--- src/itic_regs.svh ---
`ifndef ITIC_REGS_SVH
`define ITIC_REGS_SVH

// task-file offsets
`define ITIC_OFF_FEATURE    3'h1
`define ITIC_OFF_SECCNT     3'h2
`define ITIC_OFF_SECNUM     3'h3
`define ITIC_OFF_CYLLO      3'h4
`define ITIC_OFF_CYLHI      3'h5
`define ITIC_OFF_DRVHEAD    3'h6
`define ITIC_OFF_COMMAND    3'h7
// status read at the command offset
`define ITIC_STAT_BSY       7
`define ITIC_STAT_DRDY      6
// command codes
`define ITIC_CMD_IDLE_A     8'h97
`define ITIC_CMD_IDLE_B     8'hE3
`define ITIC_CMD_IDLEI_A    8'h95
`define ITIC_CMD_IDLEI_B    8'hE1
// identify word numbers served here
`define ITIC_W_ERASE        8'h59
`define ITIC_W_EERASE       8'h5A
`define ITIC_W_APM          8'h5B
`define ITIC_W_SEC          8'h80
`define ITIC_W_PWR          8'hA0
`define ITIC_W_KEY          8'hA2
`define ITIC_W_TRUEIDE      8'hA3
`define ITIC_W_PCMCIA       8'hA4
// timer tick: 5 ms at 50 MHz
`define ITIC_TICK_MS        5
`define ITIC_CLK_KHZ        50000
`define ITIC_TICK_CYC       (`ITIC_TICK_MS * `ITIC_CLK_KHZ)

`endif

--- src/itic_pkg.sv ---
package itic_pkg;
    typedef enum logic [1:0] {ITIC_IDLE, ITIC_BUSY, ITIC_DONE} itic_state_t;
    typedef logic [7:0]  itic_byte_t;
    typedef logic [15:0] itic_word_t;
endpackage : itic_pkg

--- src/itic_top.sv ---
// Behaviour
// - word 89 reports security erase time
// - word 90 reports enhanced erase time
// - word 91 low byte: APM level
// - word 128 bit 8: maximum security level
// - word 128 bit 5: enhanced erase supported
// - expired bit 4 aborts unlock until reset
// - bit 3 frozen, bit 2 locked
// - bit 1 enabled, bit 0 supported
// - word 160 bit 15 valid, bit 14 zero
// - bit 13 no level1, bit 12 disabled
// - word 160 low twelve bits: current mA
// - word 162 bit 0 key scheme support
// - word 163 bits 2-0 max PIO
// - word 163 bits 5-3 max DMA
// - word 163 bits 8-6 selected PIO
// - word 163 bits 11-9 selected DMA
// - word 164 bits 2-0 I/O cycle
// - word 164 bits 5-3 memory cycle
// - idle nonzero count arms 5 ms timer
// - idle zero count disables power-down
// - set busy, idle, clear, interrupt
//
// The strobed register port was chosen for this implementation.
`timescale 1ns/1ps
`include "itic_regs.svh"

module itic_top #(
    parameter int unsigned TICK_CYC = `ITIC_TICK_CYC,
    parameter logic [7:0]  ERASE_T  = 8'h00,
    parameter logic [7:0]  EERASE_T = 8'h00,
    parameter logic [11:0] MAX_MA   = 12'h064,
    parameter logic [2:0]  MAX_PIO  = 3'h2,
    parameter logic [2:0]  MAX_DMA  = 3'h2,
    parameter logic [2:0]  IO_CYC   = 3'h0,
    parameter logic [2:0]  MEM_CYC  = 3'h0
) (
    // clock and reset
    input  wire logic              i_clk_sys,
    input  wire logic              i_rst,
    // task-file port
    input  wire logic [2:0]        i_addr,
    input  wire itic_pkg::itic_byte_t i_wdata,
    input  wire logic              i_wr,
    input  wire logic              i_rd,
    output itic_pkg::itic_byte_t   o_rdata,
    // identify word lookup
    input  wire logic [7:0]        i_id_word,
    output itic_pkg::itic_word_t   o_id_data,
    output logic                   o_id_hit,
    // security and feature state from the core
    input  wire logic              i_sec_supported,
    input  wire logic              i_sec_enabled,
    input  wire logic              i_sec_max_level,
    input  wire logic              i_sec_frozen,
    input  wire logic              i_sec_locked,
    input  wire logic              i_sec_count_expired,
    input  wire logic              i_eerase_supported,
    input  wire logic              i_key_scheme_sup,
    input  wire logic              i_no_level1_power_cmds,
    input  wire logic              i_level1_power_cmds_disabled,
    input  wire logic [7:0]        i_apm_level,
    input  wire logic [2:0]        i_sel_pio,
    input  wire logic [2:0]        i_sel_dma,
    input  wire logic              i_sec_unlock_cmd,
    // results
    output logic                   o_sec_abort,
    output logic                   o_busy,
    output logic                   o_irq_pulse,
    output logic                   o_autopd_en,
    output logic                   o_power_down
);
    import itic_pkg::*;

    localparam int unsigned TW = $clog2(TICK_CYC + 1);

    itic_byte_t  feat_r, feat_nxt, cnt_r, cnt_nxt, num_r, num_nxt;
    itic_byte_t  cyll_r, cyll_nxt, cylh_r, cylh_nxt, dh_r, dh_nxt;
    itic_byte_t  rdata_r, rdata_nxt;
    itic_state_t st_r, st_nxt;
    logic        irq_r, irq_nxt, apd_r, apd_nxt, pd_r, pd_nxt;
    logic        exp_r, exp_nxt, abort_r, abort_nxt;
    itic_byte_t  tmo_r, tmo_nxt, left_r, left_nxt;
    logic [TW-1:0] tick_r, tick_nxt;
    itic_word_t  id_r, id_nxt;
    logic        hit_r, hit_nxt;
    logic        cmd_wr, is_idle, is_idlei;

    assign cmd_wr   = i_wr && (i_addr == `ITIC_OFF_COMMAND);
    assign is_idle  = (i_wdata == `ITIC_CMD_IDLE_A) || (i_wdata == `ITIC_CMD_IDLE_B);
    assign is_idlei = (i_wdata == `ITIC_CMD_IDLEI_A) || (i_wdata == `ITIC_CMD_IDLEI_B);

    // task-file writes and reads; status lives at the command offset
    always_comb begin
        feat_nxt  = feat_r;
        cnt_nxt   = cnt_r;
        num_nxt   = num_r;
        cyll_nxt  = cyll_r;
        cylh_nxt  = cylh_r;
        dh_nxt    = dh_r;
        rdata_nxt = 8'h00;
        if (i_wr) begin
            unique case (i_addr)
                `ITIC_OFF_FEATURE: feat_nxt = i_wdata;
                `ITIC_OFF_SECCNT:  cnt_nxt  = i_wdata;
                `ITIC_OFF_SECNUM:  num_nxt  = i_wdata;
                `ITIC_OFF_CYLLO:   cyll_nxt = i_wdata;
                `ITIC_OFF_CYLHI:   cylh_nxt = i_wdata;
                `ITIC_OFF_DRVHEAD: dh_nxt   = i_wdata;
                default: ;
            endcase
        end
        if (i_rd) begin
            unique case (i_addr)
                `ITIC_OFF_SECCNT:  rdata_nxt = cnt_r;
                `ITIC_OFF_SECNUM:  rdata_nxt = num_r;
                `ITIC_OFF_CYLLO:   rdata_nxt = cyll_r;
                `ITIC_OFF_CYLHI:   rdata_nxt = cylh_r;
                `ITIC_OFF_DRVHEAD: rdata_nxt = dh_r;
                `ITIC_OFF_COMMAND: begin
                    rdata_nxt = 8'h00;
                    rdata_nxt[`ITIC_STAT_BSY]  = (st_r == ITIC_BUSY);
                    rdata_nxt[`ITIC_STAT_DRDY] = (st_r != ITIC_BUSY);
                end
                default: rdata_nxt = 8'h00;
            endcase
        end
    end

    // command sequencing and power-down timer
    always_comb begin
        st_nxt    = st_r;
        irq_nxt   = 1'b0;
        apd_nxt   = apd_r;
        pd_nxt    = pd_r;
        tmo_nxt   = tmo_r;
        left_nxt  = left_r;
        tick_nxt  = tick_r;
        exp_nxt   = exp_r | i_sec_count_expired;
        abort_nxt = i_sec_unlock_cmd && (exp_r || i_sec_count_expired);
        unique case (st_r)
            // busy one cycle; the interrupt rises as busy clears
            ITIC_BUSY: begin
                st_nxt  = ITIC_DONE;
                irq_nxt = 1'b1;
            end
            // interrupt pulse done, back to idle
            ITIC_DONE: st_nxt = ITIC_IDLE;
            ITIC_IDLE: ;
        endcase
        // timer ticks while armed and awake
        if (apd_r && !pd_r) begin
            if (tick_r == TW'(TICK_CYC - 1)) begin
                tick_nxt = '0;
                if (left_r <= 8'h01) begin
                    pd_nxt = 1'b1;
                end else begin
                    left_nxt = left_r - 8'h01;
                end
            end else begin
                tick_nxt = tick_r + TW'(1);
            end
        end
        if (cmd_wr) begin
            pd_nxt   = 1'b0;
            tick_nxt = '0;
            left_nxt = tmo_r;
            if (is_idle || is_idlei) begin
                st_nxt = ITIC_BUSY;
            end
            if (is_idle) begin
                // arm with count of 5 ms
                apd_nxt  = (cnt_r != 8'h00);
                tmo_nxt  = cnt_r;
                left_nxt = cnt_r;
            end
        end
    end

    // identify words served by this block
    always_comb begin
        id_nxt  = 16'h0000;
        hit_nxt = 1'b1;
        unique case (i_id_word)
            `ITIC_W_ERASE:  id_nxt = {8'h00, ERASE_T};
            `ITIC_W_EERASE: id_nxt = {8'h00, EERASE_T};
            `ITIC_W_APM:    id_nxt = {8'h00, i_apm_level};
            `ITIC_W_SEC:    id_nxt = {7'h00, i_sec_max_level, 2'h0, i_eerase_supported,
                                      exp_r, i_sec_frozen, i_sec_locked,
                                      i_sec_enabled, i_sec_supported};
            `ITIC_W_PWR:    id_nxt = {1'b1, 1'b0, i_no_level1_power_cmds,
                                      i_level1_power_cmds_disabled, MAX_MA};
            `ITIC_W_KEY:    id_nxt = {15'h0000, i_key_scheme_sup};
            `ITIC_W_TRUEIDE: id_nxt = {4'h0, i_sel_dma, i_sel_pio, MAX_DMA, MAX_PIO};
            `ITIC_W_PCMCIA: id_nxt = {10'h000, MEM_CYC, IO_CYC};
            default: hit_nxt = 1'b0;
        endcase
    end

    // register all state
    always_ff @(posedge i_clk_sys or posedge i_rst) begin
        if (i_rst) begin
            feat_r  <= 8'h00;
            cnt_r   <= 8'h00;
            num_r   <= 8'h00;
            cyll_r  <= 8'h00;
            cylh_r  <= 8'h00;
            dh_r    <= 8'h00;
            rdata_r <= 8'h00;
            st_r    <= ITIC_IDLE;
            irq_r   <= 1'b0;
            apd_r   <= 1'b0;
            pd_r    <= 1'b0;
            exp_r   <= 1'b0;
            abort_r <= 1'b0;
            tmo_r   <= 8'h00;
            left_r  <= 8'h00;
            tick_r  <= '0;
            id_r    <= 16'h0000;
            hit_r   <= 1'b0;
        end else begin
            feat_r  <= feat_nxt;
            cnt_r   <= cnt_nxt;
            num_r   <= num_nxt;
            cyll_r  <= cyll_nxt;
            cylh_r  <= cylh_nxt;
            dh_r    <= dh_nxt;
            rdata_r <= rdata_nxt;
            st_r    <= st_nxt;
            irq_r   <= irq_nxt;
            apd_r   <= apd_nxt;
            pd_r    <= pd_nxt;
            exp_r   <= exp_nxt;
            abort_r <= abort_nxt;
            tmo_r   <= tmo_nxt;
            left_r  <= left_nxt;
            tick_r  <= tick_nxt;
            id_r    <= id_nxt;
            hit_r   <= hit_nxt;
        end
    end

    // outputs straight from flops, except busy, decoded from st_r
    assign o_rdata      = rdata_r;
    assign o_id_data    = id_r;
    assign o_id_hit     = hit_r;
    assign o_sec_abort  = abort_r;
    assign o_busy       = (st_r == ITIC_BUSY);
    assign o_irq_pulse  = irq_r;
    assign o_autopd_en  = apd_r;
    assign o_power_down = pd_r;

endmodule : itic_top

--- config.mk ---
export PLATFORM = sky130hd
export DESIGN_NAME = itic_top
export DESIGN_NICKNAME = d
export VERILOG_FILES = /design/src/itic_pkg.sv /design/src/itic_top.sv
export VERILOG_INCLUDE_DIRS = /design/src
export SDC_FILE = /design/constraint.sdc
export NUM_CORES = 1
export LEC_CHECK = 0
export ABC_AREA = 1
export BUFFER_PORTS_ARGS = -buffer_cell sky130_fd_sc_hd__buf_2
export CAP_MARGIN = 20
export CORE_ASPECT_RATIO = 1.25
export CORE_UTILIZATION = 23
export DETAILED_ROUTE_END_ITERATION = 8
export GPL_ROUTABILITY_DRIVEN = 0
export PLACE_DENSITY = 0.36
export SYNTH_ARGS = -nofsm -noshare
export SYNTH_HDL_FRONTEND = slang
export SYNTH_SLANG_ARGS = --single-unit
export TNS_END_PERCENT = 10
--- constraint.sdc ---
create_clock -name i_clk_sys -period 4.7 [get_ports i_clk_sys]
set_input_delay 0.47 -clock i_clk_sys [delete_from_list [all_inputs] [get_ports i_clk_sys]]
set_output_delay 0.47 -clock i_clk_sys [all_outputs]
set_load 0.02 [all_outputs]
==> impl_metrics.env <==
export IMPL_diodes=0
export IMPL_synth_commonest_cells="nand2_1, dfrtp_1, inv_1"
export IMPL_floorplan_rows=60
export IMPL_worstSetupStartpoint="tick_r[0]"
export IMPL_hold_path_class="primary input to asynchronous set/reset pin"
export IMPL_synthDominantAreaCellType="dfrtp_1"
export IMPL_initial_core_util_pct=23.7
export IMPL_status="completed"
export IMPL_yosys_cell_count_top_type="nand2_1"
export IMPL_routed_via_count=4525
export IMPL_p_leak_nw=3.11
export IMPL_yosysWarnings=0
export IMPL_post_synth_top_area_fraction_pct=50.9
export IMPL_grt_first_pass_wirelength_um=23200
export IMPL_core_region_area_um2=21800
export IMPL_wl_per_cell_um=14.1
export IMPL_io_pins=78
export IMPL_first_global_vias=4534
export IMPL_timing_max_cap_violations=0
export IMPL_report_final_setup_viol=0
export IMPL_rsz0062_at_grt="no"
export IMPL_ctsLongestPathBuffers=2
export IMPL_number_of_design_rule_violations_left_by_the_first_detailed_router_iteration=167
export IMPL_critical_path_most_common_cell="nand2_1"
export IMPL_dieArea_um2=23000
export IMPL_max_freq_mhz=481
export IMPL_synth_edff_count=0
export IMPL_portBuffers=76
export IMPL_regToRegStartpoint="tick_r[0]"
export IMPL_num_fill_cells=2429
export IMPL_die_width_um=136
export IMPL_synth_cell_types=34
export IMPL_worst_endpoint_arrival_ns=2.33
export IMPL_cts_resized=0
export IMPL_detailed_place_hpwl_um=10500
export IMPL_type_of_the_worst_setup_path="flip-flop to flip-flop"
export IMPL_report_final_slew_viol_count=0
export IMPL_clock_tree_htree_level_count=3
export IMPL_route_detailed_drc=0
export IMPL_clock_skew_final_ns=0.0108
export IMPL_grt_antenna_before_repair=0
export IMPL_power_per_standard_cell_area_nw_per_um2=410
export IMPL_firstDrtPassIters=4
export IMPL_fin_hold_ws_ns=0.0521
export IMPL_critical_path_slowest_cell="dfrtp_1"
export IMPL_critical_path_max_stage_delay_ns=0.48
export IMPL_layout_min_cycle_time_ns=2.08
export IMPL_worst_relative_slew_slack_pct=51.4
export IMPL_tightestPinTransition_ns=0.723
export IMPL_setup_worst_path_end_class="flip-flop"
export IMPL_vdd_ir_drop_worst_mv=0.163
export IMPL_clock_tree_from_tritoncts="yes"
export IMPL_chipHeight_um=169
export IMPL_postSynthAreaPerCell_um2=7.86
export IMPL_netlist_instances=656
export IMPL_async_reset_ff_share_pct=100
export IMPL_wl_um=14300
export IMPL_post_cts_hold_buffer_count=0
export IMPL_seq_area_um2=2630
export IMPL_worst_endpoint_required_ns=4.95
export IMPL_critPathLaunchType="flip-flop"
export IMPL_tritoncts_buffer_count=9
export IMPL_synth_seq_cells=105
export IMPL_synthToLayoutAreaGrowth_pct=19.3
export IMPL_cts_sinks=105
export IMPL_crit_path_max_fanout=8
export IMPL_finalCritPeriodShare_pct=44.2
export IMPL_grt_ovfl_total=0
export IMPL_ant_nets=0
export IMPL_final_layout_size_suffix_gt1_share_pct=14.8
export IMPL_synth_area_um2=5160
export IMPL_finalHoldViolCount=0
export IMPL_synth_fp_nets=709
export IMPL_dominantRegCellSynth="dfrtp_1"
export IMPL_worst_setup_hold_path_clk_slew_ns=0.08
export IMPL_path_cells="ha_1, nand2_1, inv_1, nand2_1, nor2_1, nand3_1, nand2_1, nand3_1, nand2_1, nand2_1"
export IMPL_ys_top_cells_by_area="dfrtp_1, nand2_1, inv_1"
export IMPL_timing_setup_tns_ns=0
export IMPL_via_per_inst=4.46
export IMPL_grt_start_max_net_pins=76
export IMPL_layout_nets=785
export IMPL_ys_seq_area_share_pct=50.9
export IMPL_multi_input_gate_area_um2=2130
export IMPL_grt_use_total_pct=13.2
export IMPL_ctsRootBufferMaster="clkbuf_16"
export IMPL_cts_post_setup_buffers_inserted=0
export IMPL_clk_insertion_delay_late_ns=0.36
worst max-delay path: cells and delay by family (launching register included):
family	cells	cell delay [ns]
simple gates	8	1.14
buf+inv	1	0.11
fa+ha+maj	1	0.24
flops	1	0.48
state kept, by name, summed over array words and instances (netlist names):
name / flops
tick_r: 18
o_id_data: 15
cnt_r: 8
cylh_r: 8
cyll_r: 8
dh_r: 8
left_r: 8
num_r: 8
o_rdata: 8
tmo_r: 8
st_r: 2
exp_r: 1
o_autopd_en: 1
o_id_hit: 1
o_irq_pulse: 1
o_power_down: 1
o_sec_abort: 1
cell families after synthesis:
kind of cell | Yosys count | synth area share [%]
AOI/OAI and AO/OA | 94 | 10.2
xor gates and xnor gates | 7 | 1.19
adders and majority gates | 5 | 1.21
buffers and inverters | 100 | 7.76
DFF | 105 | 50.9
other | 1 | 0.0727
and+or+nand+nor | 344 | 28.6
cell type report:
type | count | area share [%]
clock buffers | 9 | 3.66
clock inverters | 6 | 1.22
inverters | 86 | 5.28
multi-input cells | 451 | 34.6
flip-flops and latches | 105 | 42.7
well taps | 279 | 5.67
repair buffers | 79 | 6.87
report_power, final:
| group | total, mW | switching (mW) | internal (mW) |
|---|---|---|---|
| Clock | 0.787 | 0.367 | 0.419 |
| Combinational | 0.567 | 0.362 | 0.205 |
| Sequential | 1.17 | 0.117 | 1.05 |
| Total | 2.52 | 0.846 | 1.68 |
cell usage in the layout, fill, tap and decap left out, types with 2 or more instances in the layout:
cell	count
o21a_1	3
a31oi_1	3
inv_1	83
nand4_1	19
o21ai_0	52
nor4_1	2
o21ai_1	3
nand3_1	50
a41oi_1	5
a21oi_1	17
buf_4	2
nor2_2	2
xnor2_1	2
nor2_1	63
or2_2	2
clkbuf_16	9
dfrtp_1	105
nand2_2	3
nand2_1	186
xor2_1	5
o22ai_1	6
inv_2	2
buf_2	76
nor3_1	12
inv_6	2
a22o_1	3
ha_1	5
path summary, 6_finish.rpt:
kind	cells after the start	slack [ns]	end
hold / removal	2	0.05	cyll_r[5]
setup reg to reg	10	2.62	left_r[7]
setup / recovery	10	2.62	left_r[7]
hold reg to reg	2	0.49	cyll_r[7]
max in group asynchronous	4	3.58	left_r[6]
min in group i_clk_sys	3	0.31	o_id_data[10]
per-layer routing:
metal  GRT usage [%]  vias up  wire length (µm)
met4            4.30        0               209
met3            2.66       16               513
met2            22.6       82              7020
met5               0        -                 0
li1                -     2264                 -
met1            16.4     2163              6530
stage by stage:
stage          setup WS [ns]  power (mW)  instance area, µm²  std cells  utilization (%)
2_1_floorplan           1.47        1.58                5160        656                -
3_3_place_gp            2.37        1.76                5830        999             26.8
3_5_place_dp            2.30        1.76                5830        999             26.8
4_1_cts                 2.58        2.56                6130       1014             28.1
5_1_grt                 2.38        2.71                6160       1015             28.3
6_report                2.62        2.52                6160       1015             28.3
Note: power is estimated with default switching activity, not from simulation.
